===== src/design/fcm_pkg.sv =====
// constants and types for the floating-point context and mode control block
package fcm_pkg;
  // ---------------------------------------------------------------
  // register offsets
  // ---------------------------------------------------------------
  localparam logic [7:0] FCM_CTRL_OFF = 8'h00;
  localparam logic [7:0] FCM_MODE_OFF = 8'h04;
  localparam logic [7:0] FCM_STAT_OFF = 8'h08;
  localparam logic [7:0] FCM_MASK_OFF = 8'h0C;
  localparam logic [7:0] FCM_CTX_OFF = 8'h10;
  // ---------------------------------------------------------------
  // field positions
  // ---------------------------------------------------------------
  localparam int FCM_EN_BIT = 0;
  localparam int FCM_CTX_LSB = 1;
  localparam int FCM_FTZ_BIT = 0;
  localparam int FCM_HALF_BIT = 1;
  localparam int FCM_NAN_BIT = 2;
  localparam int FCM_RND_LSB = 3;
  localparam int FCM_FAULT_BIT = 6;
  localparam int FCM_NSRC = 7;
  // ---------------------------------------------------------------
  // reset values and encodings
  // ---------------------------------------------------------------
  localparam logic [1:0] FCM_RND_NEAREST = 2'h0;
  localparam logic [1:0] FCM_RND_UP = 2'h1;
  localparam logic [1:0] FCM_RND_DOWN = 2'h2;
  localparam logic [1:0] FCM_RND_ZERO = 2'h3;
  localparam logic FCM_FTZ_RST = 1'b0;
  localparam logic FCM_HALF_RST = 1'b0;
  localparam logic FCM_NAN_RST = 1'b0;
  localparam logic FCM_EN_RST = 1'b0;
  localparam logic [6:0] FCM_MASK_RST = 7'h00;
  // frame sizes in words
  localparam logic [4:0] FCM_FRAME_INT = 5'h08;
  localparam logic [4:0] FCM_FRAME_FP = 5'h1A;
  // nesting depth of tracked exception frames
  localparam int FCM_DEPTH = 8;
  localparam logic [3:0] FCM_DEPTH_MAX = 4'h8;
  typedef enum logic [1:0] {FCM_CTX_NONE, FCM_CTX_ALWAYS, FCM_CTX_LAZY} fcm_ctx_t;
  localparam fcm_ctx_t FCM_CTX_RST = FCM_CTX_LAZY;
endpackage


===== src/design/fcm_top.sv =====
// floating-point enable gate, context stacking control, exception interrupts and modes
// Functional notes
// RQ1: unit disabled after reset; software enables before any instruction runs.
// RQ2: instruction issued while disabled is dropped and raises no-coprocessor usage fault.
// RQ3: clearing enable makes every later instruction fault instead of executing.
// RQ4: stacking off gives integer-only frame like a core without the unit.
// RQ5: always-save mode writes floating-point context on every interrupt entry; code skips the save for an entry with 8 frames already tracked.
// RQ6: lazy mode is default; entry reserves space, writes only integer state.
// RQ7: lazy mode saves context before first instruction inside a handler executes; an issue in the cycle of an entry or return executes with no save.
// RQ8: lazy mode restores on return only if context was written.
// RQ9: six arithmetic exceptions detected, each may raise the interrupt.
// RQ10: each exception interrupt source has its own enable.
// RQ11: flush-to-zero off after reset; a bit selects off or on.
// RQ12: flush-to-zero on treats tiny operands and results as zero.
// RQ13: half format select chooses IEEE or wide layout, IEEE at reset.
// RQ14: wide half layout uses extra range, no infinity or NaN codes.
// RQ15: software sets mode bits before the first instruction, else defaults.
// RQ16: NaN mode selects pass-through (default) or canonical default NaN.
// RQ17: rounding field selects nearest (default), up, down or toward zero.
// RQ18: context stacking grows frame from 8 words to 26 words.
// RQ19: pending-lazy-save flag per active frame, set at entry, cleared when saved; code keeps flags for at most 8 frames, deeper entries get none.
`timescale 1ns/1ps
module fcm_top
  import fcm_pkg::*;
(
  input wire logic i_sys_clk,
  input wire logic i_reset_n,
  input wire logic [7:0] i_addr,
  input wire logic [31:0] i_wdata,
  input wire logic i_we,
  input wire logic i_re,
  input wire logic i_fp_issue,
  input wire logic i_exc_entry,
  input wire logic i_exc_return,
  input wire logic [5:0] i_fp_exc,
  output logic [31:0] o_rdata,
  output logic o_fp_exec,
  output logic o_no_coprocessor_usage_fault,
  output logic o_ctx_save,
  output logic o_ctx_restore,
  output logic [4:0] o_frame_words,
  output logic o_flush_zero_on,
  output logic o_half_format_wide_range,
  output logic o_nan_return_canonical,
  output logic [1:0] o_round_mode,
  output logic o_irq
);
  // ---------------------------------------------------------------
  // registers
  // ---------------------------------------------------------------
  logic en_r;
  fcm_ctx_t ctx_r;
  logic [6:0] stat_r;
  logic [6:0] mask_r;
  logic [3:0] depth_r;
  logic [FCM_DEPTH-1:0] pend_r;
  logic [FCM_DEPTH-1:0] saved_r;
  logic hold_r;
  logic [3:0] top_idx;
  logic cur_pend;
  logic wr_ctrl;
  logic wr_mode;

  function automatic logic hit(input logic [7:0] a, input logic [7:0] off);
    return a == off;
  endfunction

  assign wr_ctrl = i_we && hit(i_addr, FCM_CTRL_OFF);
  assign wr_mode = i_we && hit(i_addr, FCM_MODE_OFF);
  assign top_idx = depth_r - 4'h1;
  assign cur_pend = (depth_r != 4'h0) && pend_r[top_idx[2:0]];

  // ---------------------------------------------------------------
  // control register
  // ---------------------------------------------------------------
  // RQ1 disabled at reset
  always_ff @(posedge i_sys_clk or negedge i_reset_n) begin
    if (!i_reset_n) begin
      en_r <= FCM_EN_RST;
      ctx_r <= FCM_CTX_RST;
    end else if (wr_ctrl) begin
      en_r <= i_wdata[FCM_EN_BIT];
      // code 3 is not a mode; such a write keeps the old mode
      if (i_wdata[FCM_CTX_LSB+1:FCM_CTX_LSB] != 2'h3) begin
        ctx_r <= fcm_ctx_t'(i_wdata[FCM_CTX_LSB+1:FCM_CTX_LSB]);
      end
    end
  end

  // ---------------------------------------------------------------
  // mode register, driven straight to the datapath
  // ---------------------------------------------------------------
  // RQ11 flush-to-zero bit
  // RQ12 RQ13 RQ14 RQ16 RQ17 mode selects
  always_ff @(posedge i_sys_clk or negedge i_reset_n) begin
    if (!i_reset_n) begin
      o_flush_zero_on <= FCM_FTZ_RST;
      o_half_format_wide_range <= FCM_HALF_RST;
      o_nan_return_canonical <= FCM_NAN_RST;
      o_round_mode <= FCM_RND_NEAREST;
    end else if (wr_mode) begin
      o_flush_zero_on <= i_wdata[FCM_FTZ_BIT];
      o_half_format_wide_range <= i_wdata[FCM_HALF_BIT];
      o_nan_return_canonical <= i_wdata[FCM_NAN_BIT];
      o_round_mode <= i_wdata[FCM_RND_LSB+1:FCM_RND_LSB];
    end
  end

  // ---------------------------------------------------------------
  // instruction gate and lazy save sequencing
  // ---------------------------------------------------------------
  // RQ2 RQ3 fault when disabled
  // RQ7 save then execute one cycle later
  always_ff @(posedge i_sys_clk or negedge i_reset_n) begin
    if (!i_reset_n) begin
      o_fp_exec <= 1'b0;
      o_no_coprocessor_usage_fault <= 1'b0;
      hold_r <= 1'b0;
    end else begin
      o_no_coprocessor_usage_fault <= i_fp_issue && !en_r;
      hold_r <= i_fp_issue && en_r && cur_pend && ctx_r == FCM_CTX_LAZY;
      o_fp_exec <= hold_r || (i_fp_issue && en_r && !(cur_pend && ctx_r == FCM_CTX_LAZY));
    end
  end

  // ---------------------------------------------------------------
  // exception frame tracking
  // ---------------------------------------------------------------
  // frames past the tracked depth are not recorded; deeper nesting is a limitation
  // RQ19 pending flag per frame
  // RQ5 RQ6 RQ8 entry and return handling
  always_ff @(posedge i_sys_clk or negedge i_reset_n) begin
    if (!i_reset_n) begin
      depth_r <= 4'h0;
      pend_r <= '0;
      saved_r <= '0;
      o_ctx_save <= 1'b0;
      o_ctx_restore <= 1'b0;
    end else begin
      o_ctx_save <= 1'b0;
      o_ctx_restore <= 1'b0;
      if (i_exc_entry && depth_r != FCM_DEPTH_MAX) begin
        depth_r <= depth_r + 4'h1;
        pend_r[depth_r[2:0]] <= ctx_r == FCM_CTX_LAZY;
        saved_r[depth_r[2:0]] <= ctx_r == FCM_CTX_ALWAYS;
        o_ctx_save <= ctx_r == FCM_CTX_ALWAYS;
      end else if (i_exc_return && depth_r != 4'h0) begin
        depth_r <= depth_r - 4'h1;
        pend_r[top_idx[2:0]] <= 1'b0;
        saved_r[top_idx[2:0]] <= 1'b0;
        o_ctx_restore <= saved_r[top_idx[2:0]];
      end else if (i_fp_issue && en_r && cur_pend && ctx_r == FCM_CTX_LAZY) begin
        pend_r[top_idx[2:0]] <= 1'b0;
        saved_r[top_idx[2:0]] <= 1'b1;
        o_ctx_save <= 1'b1;
      end
    end
  end

  // RQ4 RQ18 frame size follows stacking mode
  always_ff @(posedge i_sys_clk or negedge i_reset_n) begin
    if (!i_reset_n) begin
      o_frame_words <= FCM_FRAME_FP;
    end else if (i_exc_entry) begin
      o_frame_words <= (ctx_r == FCM_CTX_NONE) ? FCM_FRAME_INT : FCM_FRAME_FP;
    end
  end

  // ---------------------------------------------------------------
  // interrupt status and mask
  // ---------------------------------------------------------------
  logic [6:0] ev;
  assign ev = {o_no_coprocessor_usage_fault, i_fp_exc};

  // RQ9 sticky exception flags; set wins over clear
  always_ff @(posedge i_sys_clk or negedge i_reset_n) begin
    if (!i_reset_n) begin
      stat_r <= 7'h00;
    end else begin
      stat_r <= (stat_r & ~((i_we && hit(i_addr, FCM_STAT_OFF)) ? i_wdata[6:0] : 7'h00)) | ev;
    end
  end

  // RQ10 per-source enable
  always_ff @(posedge i_sys_clk or negedge i_reset_n) begin
    if (!i_reset_n) begin
      mask_r <= FCM_MASK_RST;
      o_irq <= 1'b0;
    end else begin
      if (i_we && hit(i_addr, FCM_MASK_OFF)) begin
        mask_r <= i_wdata[6:0];
      end
      o_irq <= |(stat_r & mask_r);
    end
  end

  // ---------------------------------------------------------------
  // read port
  // ---------------------------------------------------------------
  always_ff @(posedge i_sys_clk or negedge i_reset_n) begin
    if (!i_reset_n) begin
      o_rdata <= 32'h0000_0000;
    end else if (i_re) begin
      unique case (i_addr)
        FCM_CTRL_OFF: o_rdata <= {29'h0000_0000, ctx_r, en_r};
        FCM_MODE_OFF: o_rdata <= {27'h0000_0000, o_round_mode, o_nan_return_canonical,
                                  o_half_format_wide_range, o_flush_zero_on};
        FCM_STAT_OFF: o_rdata <= {25'h0000_0000, stat_r};
        FCM_MASK_OFF: o_rdata <= {25'h0000_0000, mask_r};
        FCM_CTX_OFF: o_rdata <= {8'h00, saved_r, 4'h0, pend_r, depth_r};
        default: o_rdata <= 32'h0000_0000;
      endcase
    end else begin
      o_rdata <= 32'h0000_0000;
    end
  end

  // ---------------------------------------------------------------
  // assertions
  // ---------------------------------------------------------------
  property p_reset_off;
    @(posedge i_sys_clk) $rose(i_reset_n) |-> !en_r;
  endproperty
  a_reset_off: assert property (p_reset_off) else $error("unit enabled at reset"); // RQ1

  property p_fault;
    @(posedge i_sys_clk) disable iff (!i_reset_n)
      (i_fp_issue && !en_r) |=> (o_no_coprocessor_usage_fault && !o_fp_exec);
  endproperty
  a_fault: assert property (p_fault) else $error("disabled issue did not fault"); // RQ2

  property p_clear_blocks;
    @(posedge i_sys_clk) disable iff (!i_reset_n)
      (wr_ctrl && !i_wdata[FCM_EN_BIT]) ##1 (!wr_ctrl)[*1] ##1 i_fp_issue
      |=> (o_no_coprocessor_usage_fault && !o_fp_exec);
  endproperty
  a_clear_blocks: assert property (p_clear_blocks) else $error("issue after disable ran"); // RQ3

  property p_none_frame;
    @(posedge i_sys_clk) disable iff (!i_reset_n)
      (i_exc_entry && ctx_r == FCM_CTX_NONE) |=> (o_frame_words == FCM_FRAME_INT && !o_ctx_save);
  endproperty
  a_none_frame: assert property (p_none_frame) else $error("no-stack frame wrong"); // RQ4

  property p_always_save;
    @(posedge i_sys_clk) disable iff (!i_reset_n)
      (i_exc_entry && depth_r != FCM_DEPTH_MAX && ctx_r == FCM_CTX_ALWAYS) |=> o_ctx_save;
  endproperty
  a_always_save: assert property (p_always_save) else $error("always mode did not save"); // RQ5

  property p_lazy_entry;
    @(posedge i_sys_clk) disable iff (!i_reset_n)
      (i_exc_entry && ctx_r == FCM_CTX_LAZY) |=> (!o_ctx_save && o_frame_words == FCM_FRAME_FP);
  endproperty
  a_lazy_entry: assert property (p_lazy_entry) else $error("lazy entry wrote context"); // RQ6

  property p_lazy_first;
    @(posedge i_sys_clk) disable iff (!i_reset_n)
      (i_fp_issue && en_r && cur_pend && ctx_r == FCM_CTX_LAZY && !i_exc_entry && !i_exc_return)
      |=> (o_ctx_save && !o_fp_exec) ##1 o_fp_exec;
  endproperty
  a_lazy_first: assert property (p_lazy_first) else $error("lazy save not before execute"); // RQ7

  property p_restore;
    @(posedge i_sys_clk) disable iff (!i_reset_n)
      (i_exc_return && !i_exc_entry && depth_r != 4'h0) |=> (o_ctx_restore == $past(saved_r[top_idx[2:0]]));
  endproperty
  a_restore: assert property (p_restore) else $error("restore does not match saved"); // RQ8

  property p_irq;
    @(posedge i_sys_clk) disable iff (!i_reset_n)
      (|(i_fp_exc & mask_r[5:0]) && !i_we) |-> ##2 o_irq;
  endproperty
  a_irq: assert property (p_irq) else $error("enabled exception gave no interrupt"); // RQ9 RQ10

  property p_mode_hold;
    @(posedge i_sys_clk) disable iff (!i_reset_n)
      !wr_mode |=> $stable(o_round_mode) && $stable(o_flush_zero_on);
  endproperty
  a_mode_hold: assert property (p_mode_hold) else $error("mode changed without write"); // RQ11 RQ17

  property p_fmt_hold;
    @(posedge i_sys_clk) disable iff (!i_reset_n)
      !wr_mode |=> $stable(o_half_format_wide_range) && $stable(o_nan_return_canonical);
  endproperty
  a_fmt_hold: assert property (p_fmt_hold) else $error("format or nan mode changed without write"); // RQ13 RQ16

  property p_mode_write;
    @(posedge i_sys_clk) disable iff (!i_reset_n)
      wr_mode |=> (o_flush_zero_on == $past(i_wdata[FCM_FTZ_BIT])) && (o_round_mode == $past(i_wdata[4:3]));
  endproperty
  a_mode_write: assert property (p_mode_write) else $error("mode write did not land"); // RQ11 RQ17

  // fault must reach status even when software clears it in the same cycle
  property p_fault_status;
    @(posedge i_sys_clk) disable iff (!i_reset_n)
      o_no_coprocessor_usage_fault |=> stat_r[FCM_FAULT_BIT];
  endproperty
  a_fault_status: assert property (p_fault_status) else $error("fault not recorded in status"); // RQ2

  property p_exec_gate;
    @(posedge i_sys_clk) disable iff (!i_reset_n)
      (!en_r && !hold_r) |=> !o_fp_exec;
  endproperty
  a_exec_gate: assert property (p_exec_gate) else $error("instruction ran while disabled"); // RQ1 RQ3

  property p_lazy_clears;
    @(posedge i_sys_clk) disable iff (!i_reset_n)
      (i_fp_issue && en_r && cur_pend && ctx_r == FCM_CTX_LAZY && !i_exc_entry && !i_exc_return) |=> !cur_pend;
  endproperty
  a_lazy_clears: assert property (p_lazy_clears) else $error("pending flag kept after save"); // RQ19

  // a frame still waiting for its lazy save was never written, so nothing comes back
  property p_no_restore_pend;
    @(posedge i_sys_clk) disable iff (!i_reset_n)
      (i_exc_return && !i_exc_entry && cur_pend) |=> !o_ctx_restore;
  endproperty
  a_no_restore_pend: assert property (p_no_restore_pend) else $error("restore of unsaved context"); // RQ8

  property p_depth_cap;
    @(posedge i_sys_clk) disable iff (!i_reset_n)
      depth_r <= FCM_DEPTH_MAX;
  endproperty
  a_depth_cap: assert property (p_depth_cap) else $error("frame depth past limit"); // RQ19

  property p_frame_size;
    @(posedge i_sys_clk) disable iff (!i_reset_n)
      (o_frame_words == FCM_FRAME_INT) || (o_frame_words == FCM_FRAME_FP);
  endproperty
  a_frame_size: assert property (p_frame_size) else $error("frame size not a legal value"); // RQ4 RQ18

  property p_stat_sticky;
    @(posedge i_sys_clk) disable iff (!i_reset_n)
      !(i_we && hit(i_addr, FCM_STAT_OFF)) |=> ((stat_r & $past(stat_r)) == $past(stat_r));
  endproperty
  a_stat_sticky: assert property (p_stat_sticky) else $error("status bit lost without clear"); // RQ9

  property p_irq_quiet;
    @(posedge i_sys_clk) disable iff (!i_reset_n)
      ((stat_r & mask_r) == 7'h00) |=> !o_irq;
  endproperty
  a_irq_quiet: assert property (p_irq_quiet) else $error("interrupt from masked source"); // RQ10

  c_fault: cover property (@(posedge i_sys_clk) o_no_coprocessor_usage_fault);
  c_lazy_save: cover property (@(posedge i_sys_clk) hold_r ##1 o_fp_exec);
  c_restore: cover property (@(posedge i_sys_clk) o_ctx_restore);
  c_irq: cover property (@(posedge i_sys_clk) o_irq);
  c_always_save: cover property (@(posedge i_sys_clk) (i_exc_entry && ctx_r == FCM_CTX_ALWAYS) ##1 o_ctx_save);
endmodule


===== config.mk =====
export PLATFORM = sky130hd
export DESIGN_NAME = fcm_top
export DESIGN_NICKNAME = d
export VERILOG_FILES = /design/src/design/fcm_pkg.sv /design/src/design/fcm_top.sv
export SDC_FILE = /design/constraint.sdc
export NUM_CORES = 1
export LEC_CHECK = 0
export ABC_AREA = 1
export ABC_CLOCK_PERIOD_IN_PS = 6550
export BUFFER_PORTS_ARGS = -buffer_cell sky130_fd_sc_hd__buf_2
export CAP_MARGIN = 20
export CORE_AREA = 2 2 82 84
export CTS_BUF_LIST = sky130_fd_sc_hd__clkbuf_4 sky130_fd_sc_hd__clkbuf_8
export CTS_CLUSTER_DIAMETER = 30
export DETAILED_ROUTE_END_ITERATION = 10
export DIE_AREA = 0 0 84 86
export PLACE_DENSITY = 0.86
export RECOVER_POWER = 50
export SYNTH_ARGS = -nofsm -noshare
export SYNTH_HDL_FRONTEND = slang
export SYNTH_SLANG_ARGS = --single-unit

===== constraint.sdc =====
create_clock -name i_sys_clk -period 6.55 [get_ports i_sys_clk]
set_input_delay 1.31 -clock i_sys_clk [delete_from_list [all_inputs] [get_ports i_sys_clk]]
set_output_delay 1.31 -clock i_sys_clk [all_outputs]
set_load 0.02 [all_outputs]

==> run metrics, run 1 <==
Slew @ Worst Pin 0.867 ns; Hold Path Class flip-flop to flip-flop; fmax approximately 0.38 GHz; Buffers on Ports 59; Core ar. 0.00628 mm2; final instance area 0.00402 mm2; Final Hold Vio Count 0; WP data arrival 2.89 ns; Top Ports 100; Iter 0 DRT Violations 292; post-route minimum period roughly 2.6 ns; area of the multi-input gates 0.00149 mm2; flip-flop and latch count after synthesis 69; Synth Instances 457; synth cell count leaders nand2_1 (146), dfrtp_1 (67), inv_1 (50); Max clock buf depth 2; nets@finish ~570; CP max FO 20; ANT nets after route 0; maximum VDD drop 0.241 mV; GRT Util Overall about a quarter; Starting Density 57.3%; detail-routed net length per standard cell 13.8 um; flip-flop and latch area between 0.0015 and 0.002 mm2; RSZ-0062 raised after global routing false; Die Y around 86 um; Synth top area share 46.6%; Inserted Diodes 0; # resized after CTS 0; Main synth FF type dfrtp_1; Clock Latency Late Sink 0.34 ns; CP peak stage delay 0.77 ns; cts hold-fix bufs 0; sequential share of the synthesized area 48.0%; synthesized area ~0.0036 mm2; root buffer cell clkbuf_8; Slew Limit Fails 0; first-pass GRT wire length approximately 14 mm; EDFF count, synth 0; post-synth top area cell dfrtp_1; # Post-CTS Setup Buffers 0; Post-Layout Cell Count 594; clock transition at the registers of the reported paths 0.07 ns; # fillers between 500 and 600; final setup fails 0; layout cells sized above 1 ~18%; Startpoint Class flip-flop; run status finished, final reports clean; R2R cell count 9; die area 0.00722 mm2; CTS buffer count 9; Area after DPL 0.00384 mm2; DP Wirelength 5.76 mm; crit share post-route 39.8%; setup TNS 0 ns; placed insts 579; global route overflow 0; crit path capture type flip-flop; maxcap violations 0; Area Overhead vs Synth 11.7%; Slew headroom 42.2%; Die Width between 80 and 90 um; via/cell ratio 5.35; critical path's slowest cell dfrtp_1; DR vias ~3,200; Netlist cell types 35; number of cells on the worst hold path 1; routability cong. about 0.9; crit-path cells inv_4 -> ha_1 -> nand3_2 -> nand2_2 -> inv_2 -> nand2_2 -> o22ai_1 -> nand3_1 -> nand2_1; CTS sink count 69; WS Path Type flip-flop to flip-flop; pwr/cell area roughly 320 mW/mm2; final WL 8.22 mm; largest net degree at the start of global routing 70; 1st-pass router iterations 5; Synth Area per Inst 7.88 um2; Setup Skew a little under 0.009 ns; yosys warns 0; most frequent CP cell nand2_2; P_leak 2.08 nW; critical path data required time a little under 7 ns; ys async rst share between 90% and 100%; vias in the first global route 2,966; Synth area leaders dfrtp_1 (47%), nand2_1 (15%), inv_1 (5.2%), o21ai_0 (4.2%), nand3_1 (3.8%); Rows 29; DRC viols 0; TritonCTS clock tree done; H-tree lvl count 3; antenna violations before repair 0; top-count cell post-synth nand2_1
[cell type report]
| class | instances | share of cell area [%] |
|---|---|---|
| Clock buffer | 14 | 4.32 |
| Clock inverter | 1 | 0.747 |
| Inverter | 57 | 5.38 |
| Multi-Input combinational cell | 316 | 37.1 |
| Sequential cell | 69 | 43.0 |
| Tap cell | 77 | 2.40 |
| Timing Repair Buffer | 60 | 7.06 |
[logic make-up after synthesis]
kind of cell | synth area share [%]
fa+ha+maj | 0.695
simple gates | 27.8
xor+xnor | 0.487
compound gates | 10.8
other cells | 0.209
buf+inv | 11.9
flops | 48.0
[layer usage]
metal / part of all wire [%] / vias to the layer above / global-route usage [%]
met1: 44 / 1491 / 32.9
met2: 47 / 147 / 40.1
met4: 1.7 / 0 / 8.94
met5: 0 / - / 0
met3: 6.8 / 16 / 3.46
li1: - / 1524 / -
[layout by cell type, fill, tap and decap left out, drive strengths merged]
master / netlist / final
a21oi: 9 / 9
a221oi: 1 / 1
a22o: 1 / 1
a31oi: 5 / 5
buf: 28 / 45
bufinv: 0 / 1
clkbuf: 0 / 29
conb: 2 / 15
dfrtp: 67 / 67
dfstp: 2 / 2
ha: 2 / 2
inv: 57 / 57
nand2: 157 / 157
nand3: 30 / 30
nand4: 3 / 3
nor2: 38 / 38
nor3: 4 / 4
o211ai: 4 / 4
o21ai: 39 / 39
o221ai: 1 / 1
o22ai: 4 / 4
or2: 1 / 1
xor2: 2 / 2
[per-stage QoR]
step                setup slack, ns  utilization, %  hold WS [ns]  total power, mW
floorplan                      4.24               -         0.413            0.856
global placement               3.90            61.1         0.440            0.918
detailed placement             3.82            61.1         0.457            0.933
CTS                            3.98            64.4         0.469             1.29
global route                   3.80            64.1         0.469             1.36
finish                         3.94            64.1         0.461             1.29
[final timing paths]
| kind | from | to | slack, ns |
|---|---|---|---|
| max reg2reg | depth_r[0]$_DFFE_PN0P_ | flip-flop | 3.94 |
| min reg2reg | hold_r$_DFF_PN0_ | o_fp_exec$_DFF_PN0_ | 0.46 |
| min | hold_r$_DFF_PN0_ | o_fp_exec$_DFF_PN0_ | 0.46 |
| min in group asynchronous | i_reset_n | stat_r[2]$_DFF_PN0_ | 1.13 |
| max | depth_r[0]$_DFFE_PN0P_ | flip-flop | 3.94 |
| max in group asynchronous | i_reset_n | o_irq$_DFF_PN0_ | 4.82 |
[critical path: cells and delay by family, from the launching register on]
kind	cells	cell delay (ns)
and+or+nand+nor	5	0.62
AOI/OAI and AO/OA	1	0.21
DFF	1	0.77
buffers and inverters	2	0.56
adders and majority gates	1	0.37
[where the power goes]
part | internal [mW] | switching (mW) | leakage (nW)
combinational | 0.113 | 0.289 | 1.07
clock | 0.208 | 0.148 | 0.107
sequential | 0.473 | 0.0623 | 0.904
Power figures use the tool's default switching activity.
==> run 2, diff against run 1 <==
Settings changed: ABC_CLOCK_PERIOD_IN_PS 6550 to 2700, CORE_AREA 2 2 82 84 to 2 2 85 87, DIE_AREA 0 0 84 86 to 0 0 87 89, PLACE_DENSITY 0.86 to 0.81.
Clock period 6.55 ns to 2.7 ns, I/O delays scaled along.
==> run 2 against run 1 <==
Via count decreased by 2.2%. Cell count up 1.2%. Worst setup slack worse by 3.5 ns. Combinational power increased to 2.5 times the previous value.
==> run metrics, run 2 (synthesized netlist as in run 1, its figures left out) <==
vias in the first global route 2,839 (-4.3%); WP data arrival 2.53 ns (-0.36 ns); 1st-pass router iterations 4 (-1); crit share post-route 83.1% (+43 points); Pint 1.95 mW (+150%); CP max FO 20 (unchanged); GRT met1 Usage 30.0% (-2.8 points); via/cell ratio 5.17 (-3.3%); Top Ports 100 (unchanged); crit path capture type flip-flop; R2R cell count 9 (unchanged); Final WS setup 0.457 ns (-3.49 ns); Final Hold Vio Count 0 (unchanged); # fillers 620 (+13%); most frequent CP cell nand2_2; Hold Path Class primary input to flip-flop; Slew Limit Fails 0 (unchanged); Inserted Diodes 0 (unchanged); placed insts 586 (+1.2%); Net Sw Frac 38.3% (-0.32 points); setup TNS 0 ns (unchanged); final setup fails 0 (unchanged); pwr/cell area 779 mW/mm2 (+140%); RSZ-0062 raised after global routing false; first-pass GRT wire length 13.1 mm (-6.0%); maxcap violations 0 (unchanged); Area after DPL 0.00387 mm2 (+0.88%); Setup Skew 0.00723 ns (-0.00144 ns); CTS buffer count 9 (unchanged); detail-routed net length per standard cell 13.5 um (-2.7%); H-tree lvl count 3 (unchanged); clock transition at the registers of the reported paths 0.07 ns (about the same); Rows 30 (+3.4%); final WL 8.09 mm (-1.5%); global route overflow 0 (unchanged); Iter 0 DRT Violations 289 (-1.0%); final instance area 0.00405 mm2 (+0.81%); fmax 0.446 GHz (+16%); Core ar. 0.00672 mm2 (+7.0%); Die Width 87 um (+3.6%); Clock Latency Late Sink 0.35 ns (about the same); # resized after CTS 0 (unchanged); DR vias 3,109 (-2.2%); Slew headroom 7.41% (-35 points); ANT nets after route 0 (unchanged); Post-Layout Cell Count 601 (+1.2%); Slew @ Worst Pin 1.39 ns (+0.522 ns); antenna violations before repair 0 (unchanged); WS Path Type flip-flop to flip-flop; Area Overhead vs Synth 12.6%; DRC viols 0 (unchanged); Startpoint Class flip-flop; post-route minimum period 2.24 ns (-0.364 ns); Flop pwr share 39.9% (-1.5 points); TritonCTS clock tree done; critical path data required time 2.99 ns (-3.84 ns); critical path's slowest cell dfrtp_1; number of cells on the worst hold path 3 (+2); most used routing layer met2; Setup WS pre-CTS 0.482 ns (-3.33 ns); Die Y 89 um (+3.5%); GRT Util Overall 22.3% (-1.9 points); root buffer cell clkbuf_8; Max clock buf depth 2 (unchanged); Clk pwr share 27.7% (+0.2 points); met3 usage 5.82% (+2.4 points); cts hold-fix bufs 0 (unchanged); # Post-CTS Setup Buffers 0 (unchanged); DP Wirelength 5.90 mm (+2.4%); Starting Density 53.6% (-3.8 points); routability cong. 0.903 (+1.2%); Comb power frac 32.4% (+1.3 points); crit-path cells inv_1 -> ha_1 -> nand3_2 -> nand2_2 -> inv_2 -> nand2_2 -> o22ai_1 -> nand3_1 -> nand2_1; switching power 1.21 mW (+140%); largest net degree at the start of global routing 28 (-60%); die area 0.00774 mm2 (+7.2%); run status finished, final reports clean; P_leak 2.12 nW (+2.0%); flip-flop and latch area 0.00173 mm2 (unchanged); CP peak stage delay 0.53 ns (-0.24 ns); most common cell after layout, fill and taps aside nand2_1; most frequent cells in the layout nand2_1 (146), dfrtp_1 (67), inv_1 (51); global routing usage on met2 34.4% (-5.7 points); CTS sink count 69 (unchanged); Buffers on Ports 59 (unchanged); area of the multi-input gates 0.00149 mm2 (-0.17%); maximum VDD drop 0.436 mV (+81%); layout cells sized above 1 19.2% (+1.0 points); nets@finish 572 (+0.70%)
==> run 2: changes by cell type in the layout (fill, tap and decap cells not counted), sizes merged <==
cell,before,now
clkbuf,29,25
buf,45,53
==> run 2: power groups by stage <==
stage	sequential (mW)	clock (mW)	combinational [mW]
CTS	1.26	0.887	1.02
floorplan	1.25	0	0.825
detailed placement	1.27	0	1.01
finish	1.26	0.875	1.02
global route	1.27	0.931	1.15
global placement	1.27	0	0.993
==> run 2: path summary, 6_finish.rpt <==
check                                            to                   start  slack, ns
worst max-delay path                      flip-flop  depth_r[1]$_DFFE_PN0P_       0.46
worst min-delay path            stat_r[1]$_DFF_PN0_             i_fp_exc[1]       0.36
worst max register to register            flip-flop  depth_r[1]$_DFFE_PN0P_       0.46
worst min register to register  o_fp_exec$_DFF_PN0_        hold_r$_DFF_PN0_       0.44
max in group asynchronous                 async pin               i_reset_n       0.66
min in group asynchronous       stat_r[0]$_DFF_PN0_               i_reset_n       0.49
==> run 2: critical path: cells and delay by family, from the launching register on <==
family	cells	cell delay, ns
AO/OA/AOI/OAI	1	0.19
adder cells (fa/ha/maj)	1	0.31
AND/OR/NAND/NOR	5	0.63
flip-flops	1	0.53
buffers and inverters	2	0.52
==> run 2: metrics by stage <==
| stage | power, mW | hold WS, ns | utilization (%) |
|---|---|---|---|
| global route | 3.35 | 0.367 | 60.3 |
| detailed placement | 2.29 | 0.433 | 57.6 |
| finish | 3.16 | 0.362 | 60.3 |
| global placement | 2.26 | 0.425 | 57.6 |
| CTS | 3.16 | 0.188 | 60.6 |
| floorplan | 2.08 | 0.244 | - |
==> run 2: area by class of cell <==
cell class / count / share of cell area (%)
timing repair buffer: 64 / 7.78
clock buffer: 14 / 4.29
clock inverter: 1 / 0.741
inverter: 57 / 5.34
sequential: 69 / 42.7
multi-input combinational: 316 / 36.7
tap: 80 / 2.47
==> run 2: per-layer routing <==
layer / share of wire (%) / vias up
li1: - / 1526
met2: 46 / 102
met1: 46 / 1463
met4: 2.1 / 0
met3: 6.0 / 18
met5: 0 / -
